**config.mk**
```make
export PLATFORM = sky130hd
export DESIGN_NAME = selftest_regs
export DESIGN_NICKNAME = d
export VERILOG_FILES = /design/src/selftest_pkg.sv /design/src/scl_pulse_timer.sv /design/src/selftest_regs.sv
export SDC_FILE = /design/constraint.sdc
export NUM_CORES = 1
export LEC_CHECK = 0
export BUFFER_PORTS_ARGS = -buffer_cell sky130_fd_sc_hd__buf_2
export CAP_MARGIN = 20
export CORE_MARGIN = 1
export CORE_UTILIZATION = 56
export DETAILED_ROUTE_END_ITERATION = 12
export GPL_TIMING_DRIVEN = 0
export PLACE_DENSITY_LB_ADDON = 0.2
export SYNTH_ARGS = -nofsm -noshare
export SYNTH_HDL_FRONTEND = slang
export SYNTH_SLANG_ARGS = --single-unit
```
**constraint.sdc**
```tcl
create_clock -name aclk -period 6 [get_ports aclk]
set_input_delay 0.6 -clock aclk [delete_from_list [all_inputs] [get_ports aclk]]
set_output_delay 0.6 -clock aclk [all_outputs]
set_load 0.05 [all_outputs]
```
**src/selftest_pkg.sv**
```systemverilog
`default_nettype none
package selftest_pkg;
  // printed offsets are not all multiples of four: they are indices, byte address = 4 * index
  localparam logic [7:0] IDX_SELFTEST_CONTROL = 8'h24;
  localparam logic [7:0] IDX_SELFTEST_ERRORS  = 8'h25;
  localparam logic [7:0] IDX_CLOCK_HIGH_WIDTH = 8'h26;
  localparam logic [7:0] IDX_CLOCK_LOW_WIDTH  = 8'h27;
  localparam logic [7:0] IDX_IRQ_STATUS       = 8'h30;
  localparam logic [7:0] IDX_IRQ_MASK         = 8'h31;

  localparam logic [7:0] RST_SELFTEST_CONTROL = 8'h08;
  localparam logic [7:0] RST_CLOCK_HIGH_WIDTH = 8'h83;
  localparam logic [7:0] RST_CLOCK_LOW_WIDTH  = 8'h84;
  localparam logic [7:0] RST_ERRORS           = 8'h00;

  // selftest control field positions
  localparam int CTL_EN_BIT     = 0;
  localparam int CTL_CSRC_LO    = 1;
  localparam int CTL_PIN_BIT    = 3;
  localparam int CTL_FREQ_LO    = 4;

  // oscillator frequency select codes and their nominal rates
  localparam logic [1:0] FREQ_50MHZ = 2'h0;
  localparam logic [1:0] FREQ_25MHZ = 2'h1;
  localparam logic [1:0] FREQ_10MHZ = 2'h2;

  // clock source codes; any code other than 00 means internal
  localparam logic [1:0] CSRC_EXTERNAL = 2'h0;
  localparam logic [1:0] CSRC_INTERNAL = 2'h1;

  // remote serializer register written on self-test start
  localparam logic [7:0] REMOTE_CLOCK_SRC_OFFSET = 8'h14;

  // one width unit, in ns, and in cycles of the 100 MHz aclk
  localparam int UNIT_NS     = 50;
  localparam int CLK_PERIOD_NS = 10;
  localparam int UNIT_CYCLES = UNIT_NS / CLK_PERIOD_NS;

  // interrupt status bits
  localparam int IRQ_ERROR_BIT   = 0;
  localparam int IRQ_WRAP_BIT    = 1;
  localparam int IRQ_SCL_BIT     = 2;
  localparam int IRQ_W           = 3;

  localparam logic [1:0] RESP_OKAY   = 2'h0;
  localparam logic [1:0] RESP_SLVERR = 2'h2;

  typedef struct packed {
    logic [1:0] freq_sel;
    logic       pin_config;
    logic [1:0] clock_source;
    logic       enable;
  } selftest_ctrl_t;

  typedef struct packed {
    logic       valid;
    logic [7:0] offset;
    logic [1:0] data;
  } remote_write_t;
endpackage
`default_nettype wire

```
**src/scl_pulse_timer.sv**
```systemverilog
`default_nettype none
// free-running scl generator: high for high_width units, low for low_width units
module scl_pulse_timer
  import selftest_pkg::*;
#(
  parameter int UNIT_CYC = UNIT_CYCLES
) (
  input  wire logic       aclk,
  input  wire logic       aresetn,
  input  wire logic       run,
  input  wire logic [7:0] high_width,
  input  wire logic [7:0] low_width,
  output logic            scl_level,
  output logic            low_phase_done
);
  logic [7:0] unit_cnt_reg;
  logic [7:0] width_cnt_reg;
  logic       unit_tick;

  // one-cycle enable every 50 ns
  assign unit_tick = (unit_cnt_reg == 8'(UNIT_CYC - 1));

  always_ff @(posedge aclk) begin
    if (!aresetn || !run || unit_tick) begin
      unit_cnt_reg <= 8'h00;
    end else begin
      unit_cnt_reg <= unit_cnt_reg + 8'h01;
    end
  end

  // a zero width still gives one unit so the clock keeps moving
  always_ff @(posedge aclk) begin
    low_phase_done <= 1'b0;
    if (!aresetn || !run) begin
      scl_level     <= 1'b1;
      width_cnt_reg <= 8'h00;
    end else if (unit_tick) begin
      if (width_cnt_reg + 8'h01 >= (scl_level ? high_width : low_width)) begin
        width_cnt_reg  <= 8'h00;
        low_phase_done <= !scl_level;
        scl_level      <= !scl_level;
      end else begin
        width_cnt_reg <= width_cnt_reg + 8'h01;
      end
    end
  end
endmodule
`default_nettype wire

```
**src/selftest_regs.sv**
```systemverilog
`default_nettype none
// Behaviour
// - freq field picks 50/25/10 MHz oscillator rate
// - config source: pin if set, else register
// - clock source 00 external, others internal
// - on enable, copy clock source to remote 0x14
// - self-test runs while enable bit is one
// - read-only eight-bit error tally, resets zero
// - high width sets master scl high time
// - high width resets to 83h
// - low width sets master scl low time
// - slave uses low width as sda setup
// - low width resets to 84h
module selftest_regs
  import selftest_pkg::*;
(
  input  wire logic        aclk,
  input  wire logic        aresetn,
  input  wire logic [31:0] s_axi_awaddr,
  input  wire logic        s_axi_awvalid,
  output logic             s_axi_awready,
  input  wire logic [31:0] s_axi_wdata,
  input  wire logic [3:0]  s_axi_wstrb,
  input  wire logic        s_axi_wvalid,
  output logic             s_axi_wready,
  output logic [1:0]       s_axi_bresp,
  output logic             s_axi_bvalid,
  input  wire logic        s_axi_bready,
  input  wire logic [31:0] s_axi_araddr,
  input  wire logic        s_axi_arvalid,
  output logic             s_axi_arready,
  output logic [31:0]      s_axi_rdata,
  output logic [1:0]       s_axi_rresp,
  output logic             s_axi_rvalid,
  input  wire logic        s_axi_rready,
  input  wire logic        auto_clock_en,
  input  wire logic        selftest_pin_en,
  input  wire logic [1:0]  selftest_pin_csrc,
  input  wire logic        selftest_error,
  input  wire logic        slave_setup_start,
  output logic             selftest_active,
  output logic             internal_pclk_sel,
  output logic [1:0]       receive_osc_freq_select,
  output logic             osc_freq_valid,
  output remote_write_t    remote_write,
  output logic             scl_out,
  output logic             scl_oe,
  output logic             slave_scl_release,
  output logic             irq
);
  import selftest_pkg::*;

  selftest_ctrl_t ctrl_reg;
  logic [1:0]     ctrl_rsvd_reg;
  logic [7:0]     errors_reg;
  logic [7:0]     high_width_reg;
  logic [7:0]     low_width_reg;
  logic [IRQ_W-1:0] irq_status_reg;
  logic [IRQ_W-1:0] irq_mask_reg;
  logic [7:0]     setup_cnt_reg;
  logic           setup_busy_reg;
  logic [7:0]     setup_div_reg;
  logic           active_prev_reg;

  logic           aw_held_reg;
  logic           w_held_reg;
  logic [7:0]     aw_idx_reg;
  logic [31:0]    w_data_reg;
  logic [3:0]     w_strb_reg;
  logic           wr_fire;
  logic           run_en;
  logic [1:0]     csrc;
  logic           scl_level;
  logic [7:0]     rd_idx;
  logic [7:0]     rd_byte;
  logic           rd_hit;
  logic [IRQ_W-1:0] irq_events;

  // pin or register decides self-test enable and clock source
  assign run_en = ctrl_reg.pin_config ? selftest_pin_en : ctrl_reg.enable;
  assign csrc   = ctrl_reg.pin_config ? selftest_pin_csrc : ctrl_reg.clock_source;

  // write address and data are taken in either order, then one response
  assign wr_fire = aw_held_reg && w_held_reg && !s_axi_bvalid;

  always_ff @(posedge aclk) begin
    if (!aresetn) begin
      s_axi_awready <= 1'b1;
      aw_held_reg   <= 1'b0;
      aw_idx_reg    <= 8'h00;
    end else if (s_axi_awvalid && s_axi_awready) begin
      aw_held_reg   <= 1'b1;
      s_axi_awready <= 1'b0;
      aw_idx_reg    <= s_axi_awaddr[9:2];
    end else if (wr_fire) begin
      aw_held_reg   <= 1'b0;
    end else if (s_axi_bvalid && s_axi_bready) begin
      s_axi_awready <= 1'b1;
    end
  end

  always_ff @(posedge aclk) begin
    if (!aresetn) begin
      s_axi_wready <= 1'b1;
      w_held_reg   <= 1'b0;
      w_data_reg   <= 32'h0000_0000;
      w_strb_reg   <= 4'h0;
    end else if (s_axi_wvalid && s_axi_wready) begin
      w_held_reg   <= 1'b1;
      s_axi_wready <= 1'b0;
      w_data_reg   <= s_axi_wdata;
      w_strb_reg   <= s_axi_wstrb;
    end else if (wr_fire) begin
      w_held_reg   <= 1'b0;
    end else if (s_axi_bvalid && s_axi_bready) begin
      s_axi_wready <= 1'b1;
    end
  end

  // write response; unmapped indices answer slverr and change nothing
  always_ff @(posedge aclk) begin
    if (!aresetn) begin
      s_axi_bvalid <= 1'b0;
      s_axi_bresp  <= RESP_OKAY;
    end else if (wr_fire) begin
      s_axi_bvalid <= 1'b1;
      case (aw_idx_reg)
        IDX_SELFTEST_CONTROL, IDX_SELFTEST_ERRORS, IDX_CLOCK_HIGH_WIDTH,
        IDX_CLOCK_LOW_WIDTH, IDX_IRQ_STATUS, IDX_IRQ_MASK: s_axi_bresp <= RESP_OKAY;
        default: s_axi_bresp <= RESP_SLVERR;
      endcase
    end else if (s_axi_bready) begin
      s_axi_bvalid <= 1'b0;
    end
  end

  // writable registers; only byte lane 0 carries the field
  always_ff @(posedge aclk) begin
    if (!aresetn) begin
      {ctrl_rsvd_reg, ctrl_reg} <= RST_SELFTEST_CONTROL;
      high_width_reg <= RST_CLOCK_HIGH_WIDTH;
      low_width_reg  <= RST_CLOCK_LOW_WIDTH;
      irq_mask_reg   <= '0;
    end else if (wr_fire && w_strb_reg[0]) begin
      case (aw_idx_reg)
        IDX_SELFTEST_CONTROL: {ctrl_rsvd_reg, ctrl_reg} <= w_data_reg[7:0];
        IDX_CLOCK_HIGH_WIDTH: high_width_reg <= w_data_reg[7:0];
        IDX_CLOCK_LOW_WIDTH:  low_width_reg  <= w_data_reg[7:0];
        IDX_IRQ_MASK:         irq_mask_reg   <= w_data_reg[IRQ_W-1:0];
        default: ;
      endcase
    end
  end

  // error tally counts while running, saturating; cleared when a run starts
  always_ff @(posedge aclk) begin
    if (!aresetn) begin
      errors_reg <= RST_ERRORS;
    end else if (run_en && !active_prev_reg) begin
      errors_reg <= RST_ERRORS;
    end else if (run_en && selftest_error && errors_reg != 8'hFF) begin
      errors_reg <= errors_reg + 8'h01;
    end
  end

  // run state and copy of clock source to the remote on each start
  always_ff @(posedge aclk) begin
    if (!aresetn) begin
      active_prev_reg   <= 1'b0;
      selftest_active   <= 1'b0;
      internal_pclk_sel <= 1'b0;
      remote_write      <= '0;
    end else begin
      active_prev_reg   <= run_en;
      selftest_active   <= run_en;
      internal_pclk_sel <= (csrc != CSRC_EXTERNAL);
      remote_write.valid  <= run_en && !active_prev_reg;
      remote_write.offset <= REMOTE_CLOCK_SRC_OFFSET;
      remote_write.data   <= csrc;
    end
  end

  // oscillator rate select only matters under auto clock; 11 is not a rate
  always_ff @(posedge aclk) begin
    if (!aresetn) begin
      receive_osc_freq_select <= FREQ_50MHZ;
      osc_freq_valid          <= 1'b0;
    end else begin
      receive_osc_freq_select <= ctrl_reg.freq_sel;
      osc_freq_valid <= auto_clock_en && (ctrl_reg.freq_sel == FREQ_50MHZ ||
        ctrl_reg.freq_sel == FREQ_25MHZ || ctrl_reg.freq_sel == FREQ_10MHZ);
    end
  end

  // master scl timing; runs always, the master enables the pin driver
  scl_pulse_timer u_scl (
    .aclk           (aclk),
    .aresetn        (aresetn),
    .run            (1'b1),
    .high_width     (high_width_reg),
    .low_width      (low_width_reg),
    .scl_level      (scl_level),
    .low_phase_done ()
  );

  // open drain: drive low only, release while high
  always_ff @(posedge aclk) begin
    if (!aresetn) begin
      scl_out <= 1'b0;
      scl_oe  <= 1'b0;
    end else begin
      scl_out <= 1'b0;
      scl_oe  <= !scl_level;
    end
  end

  // slave sda setup: scl stays stretched for low width units of 50 ns after the data is
  // presented; its own divider, so the interval does not depend on the master phase
  always_ff @(posedge aclk) begin
    slave_scl_release <= 1'b0;
    if (!aresetn) begin
      setup_busy_reg <= 1'b0;
      setup_cnt_reg  <= 8'h00;
      setup_div_reg  <= 8'h00;
    end else if (slave_setup_start && !setup_busy_reg) begin
      setup_busy_reg <= 1'b1;
      setup_cnt_reg  <= 8'h00;
      setup_div_reg  <= 8'h00;
    end else if (setup_busy_reg) begin
      if (setup_div_reg != 8'(UNIT_CYCLES - 1)) begin
        setup_div_reg <= setup_div_reg + 8'h01;
      end else begin
        // a zero width still gives one unit, as on the master side
        setup_div_reg <= 8'h00;
        if (setup_cnt_reg + 8'h01 >= low_width_reg) begin
          setup_busy_reg    <= 1'b0;
          slave_scl_release <= 1'b1;
        end else begin
          setup_cnt_reg <= setup_cnt_reg + 8'h01;
        end
      end
    end
  end

  // interrupt events; set wins over write-one-to-clear
  assign irq_events[IRQ_ERROR_BIT] = run_en && selftest_error;
  assign irq_events[IRQ_WRAP_BIT]  = run_en && selftest_error && errors_reg == 8'hFE;
  assign irq_events[IRQ_SCL_BIT]   = slave_scl_release;

  // sticky status, write one to clear; a clear never hides an event of the same cycle
  always_ff @(posedge aclk) begin
    if (!aresetn) begin
      irq_status_reg <= '0;
    end else if (wr_fire && w_strb_reg[0] && aw_idx_reg == IDX_IRQ_STATUS) begin
      irq_status_reg <= (irq_status_reg & ~w_data_reg[IRQ_W-1:0]) | irq_events;
    end else begin
      irq_status_reg <= irq_status_reg | irq_events;
    end
  end

  // level interrupt, one cycle behind the status so the pin comes from a flop
  always_ff @(posedge aclk) begin
    if (!aresetn) begin
      irq <= 1'b0;
    end else begin
      irq <= |(irq_status_reg & irq_mask_reg);
    end
  end

  // read path
  assign rd_idx = s_axi_araddr[9:2];
  always_comb begin
    rd_byte = 8'h00;
    rd_hit  = 1'b1;
    case (rd_idx)
      IDX_SELFTEST_CONTROL: rd_byte = {ctrl_rsvd_reg, ctrl_reg};
      IDX_SELFTEST_ERRORS:  rd_byte = errors_reg;
      IDX_CLOCK_HIGH_WIDTH: rd_byte = high_width_reg;
      IDX_CLOCK_LOW_WIDTH:  rd_byte = low_width_reg;
      IDX_IRQ_STATUS:       rd_byte = {5'h00, irq_status_reg};
      IDX_IRQ_MASK:         rd_byte = {5'h00, irq_mask_reg};
      default:              rd_hit  = 1'b0;
    endcase
  end

  // read channel: one read at a time, data latched when the address is taken
  always_ff @(posedge aclk) begin
    if (!aresetn) begin
      s_axi_arready <= 1'b1;
      s_axi_rvalid  <= 1'b0;
      s_axi_rdata   <= 32'h0000_0000;
      s_axi_rresp   <= RESP_OKAY;
    end else if (s_axi_arvalid && s_axi_arready) begin
      s_axi_arready <= 1'b0;
      s_axi_rvalid  <= 1'b1;
      s_axi_rdata   <= {24'h00_0000, rd_byte};
      s_axi_rresp   <= rd_hit ? RESP_OKAY : RESP_SLVERR;
    end else if (s_axi_rvalid && s_axi_rready) begin
      s_axi_rvalid  <= 1'b0;
      s_axi_arready <= 1'b1;
    end
  end
endmodule
`default_nettype wire

```
==> summary.txt <==
sequential area share after synthesis - 41.4%
DR iter-0 viols - 268
Reg area - 0.00236 mm2
Tcrit/Tclk final - 51.7%
Layout Skew - 0.00473 ns
remaining antenna violation count - 0
crit path capture type - register
Remaining DRCs - 0
status - finished, final reports clean
Num CTS Buffers - 17
drt first pass iters - 5
H-tree depth reported by CTS - 4
number of global-route vias before repair - 4,537
Setup-failing EPs final - 0
Worst-Margin Slew - 0.743 ns
drt total wl - 13,500 um
clock insertion delay at the later pin of the skew report - 0.52 ns
clock sink count - 118
static leakage - 3.02 nW
Final HPWL DP - 9690 um
# diodes - 0
Mapped Area - 0.00571 mm2
Initial Util - 58.2%
Die Y - 103 um
share of layout cells above drive strength 1 - 19.8%
row cnt - 36
most frequent cells in the layout - dfxtp_1 (118), nand2_1 (106), buf_2 (68)
area of the multi-input gates - 0.00304 mm2
initial antenna violation count - 0
maxcap violations - 0
Ys Warns - 0
boundary pin count - 174
Req. time, crit path - 6.44 ns
final instance area - 0.00693 mm2
Critical Path AT - 3.54 ns
dpl cell area - 0.00632 mm2
Area growth, synth to finish - 21.4%
clk buf depth - 2
FFs w/ async S/R, synth - 0%
Hold Buf Count CTS - 0
via count - 4,900
Total Power - 2.08 mW
post-synth cell types - 59
largest net degree at the start of global routing - 17
Min Hold Slack - 0.230 ns
CTS tree - yes
clock root buffer - clkbuf_8
Top FF cell, synth - dfxtp_1
Hold Path Class - in2reg
Max rail drop VDD - 0.172 mV
Synth Instances - 653
commonest non-fill, non-tap cell in the layout - dfxtp_1
setup TNS - 0 ns
RSZ-0062 raised after global routing - false
Syn Area/Cell - 8.75 um2
I/O Buffers - 64
Tot GR Track Use - 26.4%
EDFF count, synth - 0
core area - 0.00982 mm2
Final min period - 3.10 ns
post-CTS resize count - 0
critical path type - reg2reg
Nets - 905
final hold vios - 0
clk slew on worst S/H paths - 0.06 ns
global-route wire length before repair - 21,200 um
DIE WIDTH - 103 um
fin. max-slew vios - 0
maximum clock rate - 322 MHz
grt ovf - 0
startpoint types - register
cell area power density - 301 mW/mm2
Relative slew margins - 49.7%
Layout fillers - 772
routability cong. - 0.863
Seq cells post-synth - 118
Die Footprint - 0.0106 mm2
Crit Path Max Fanout - 8
WL/cell - 14.7 um
Avg Vias per Cell - 5.36
postcts setup bufs - 0
==> Yosys cell counts, drive strengths merged (2+ instances only) <==
master / n / area (um2)
a2111oi: 2 / 20.0
a211oi: 2 / 15.0
a21boi: 6 / 45.0
a21o: 2 / 15.0
a21oi: 51 / 255
a22oi: 5 / 37.5
a31oi: 3 / 18.8
and2: 7 / 43.8
and3: 5 / 31.3
buf: 39 / 279
clkbuf: 18 / 68.8
dfxtp: 118 / 2360
ha: 24 / 300
inv: 21 / 78.8
mux2: 2 / 22.5
mux2i: 26 / 260
mux4: 8 / 180
nand2: 106 / 398
nand2b: 6 / 37.5
nand3: 29 / 150
nand3b: 2 / 15.0
nand4: 7 / 50.1
nor2: 53 / 199
nor2b: 11 / 68.8
nor3: 7 / 35.0
nor3b: 2 / 15.0
nor4: 4 / 46.3
nor4b: 4 / 35.0
o21ai: 20 / 100
o22a: 3 / 26.3
or2: 6 / 37.5
or3: 7 / 43.8
xnor2: 21 / 184
xor2: 12 / 105
==> cell families (layout without fill, tap and decap cells) <==
logic type | after synthesis | in the layout | synth area share (%)
other | 1 | 33 | 0.0657
and+or+nand+nor | 263 | 263 | 22.3
adders and majority gates | 24 | 24 | 5.26
muxes | 36 | 36 | 8.11
DFF | 118 | 118 | 41.4
xor gates and xnor gates | 33 | 33 | 5.06
buffers and inverters | 78 | 174 | 7.47
AOI/OAI and AO/OA | 100 | 100 | 10.4
==> metal layers <==
metal  vias up  wire, um  part of all wire, %  track usage (%)
met2       168      6530                   48             44.6
met5         -         0                    0                0
met1      2303      5910                   44             32.6
met4         0       256                  1.9             11.5
li1       2406         -                    -                -
met3        23       777                  5.8             5.29
==> layout make-up <==
class / count / area share (%)
multi-input combinational: 489 / 43.9
sequential: 118 / 34.1
clock buffer: 22 / 6.68
buffer: 57 / 5.02
timing repair buffer: 64 / 4.62
tap: 133 / 2.40
clock inverter: 10 / 2.17
inverter: 21 / 1.14
==> worst paths after layout <==
kind | endpoint | cells past startpoint | start | slack (ns)
max | setup_cnt_reg[5] | 10 | setup_cnt_reg[2] | 2.90
min reg2reg | remote_write[10] | 1 | active_prev_reg | 0.43
min | remote_write[4] | 1 | aresetn | 0.23
max reg2reg | setup_cnt_reg[5] | 10 | setup_cnt_reg[2] | 2.90
==> stage by stage <==
step,utilization (%),cells,setup WS [ns]
after floorplan,-,685,3.22
after global placement,64.3,882,3.02
after detailed placement,64.3,882,2.91
after CTS,70.6,914,2.89
after global routing,70.6,914,2.70
final,70.6,914,2.90
==> report_power, final <==
group	total (mW)	internal [mW]	switching (mW)
clock network	1.04	0.703	0.342
logic	0.210	0.0654	0.144
registers	0.829	0.808	0.0214
==> worst max-delay path: stages, from the launching register on <==
cell     delay (ns)
dfxtp_1        0.43
nand3_2        0.13
or2_2          0.35
or2_0          0.29
xnor2_1        0.19
ha_1           0.27
and3_1         0.18
a221o_1        0.37
a211o_1        0.33
or3_1          0.34
a21oi_1        0.15
(Power assumes the default switching activity.)
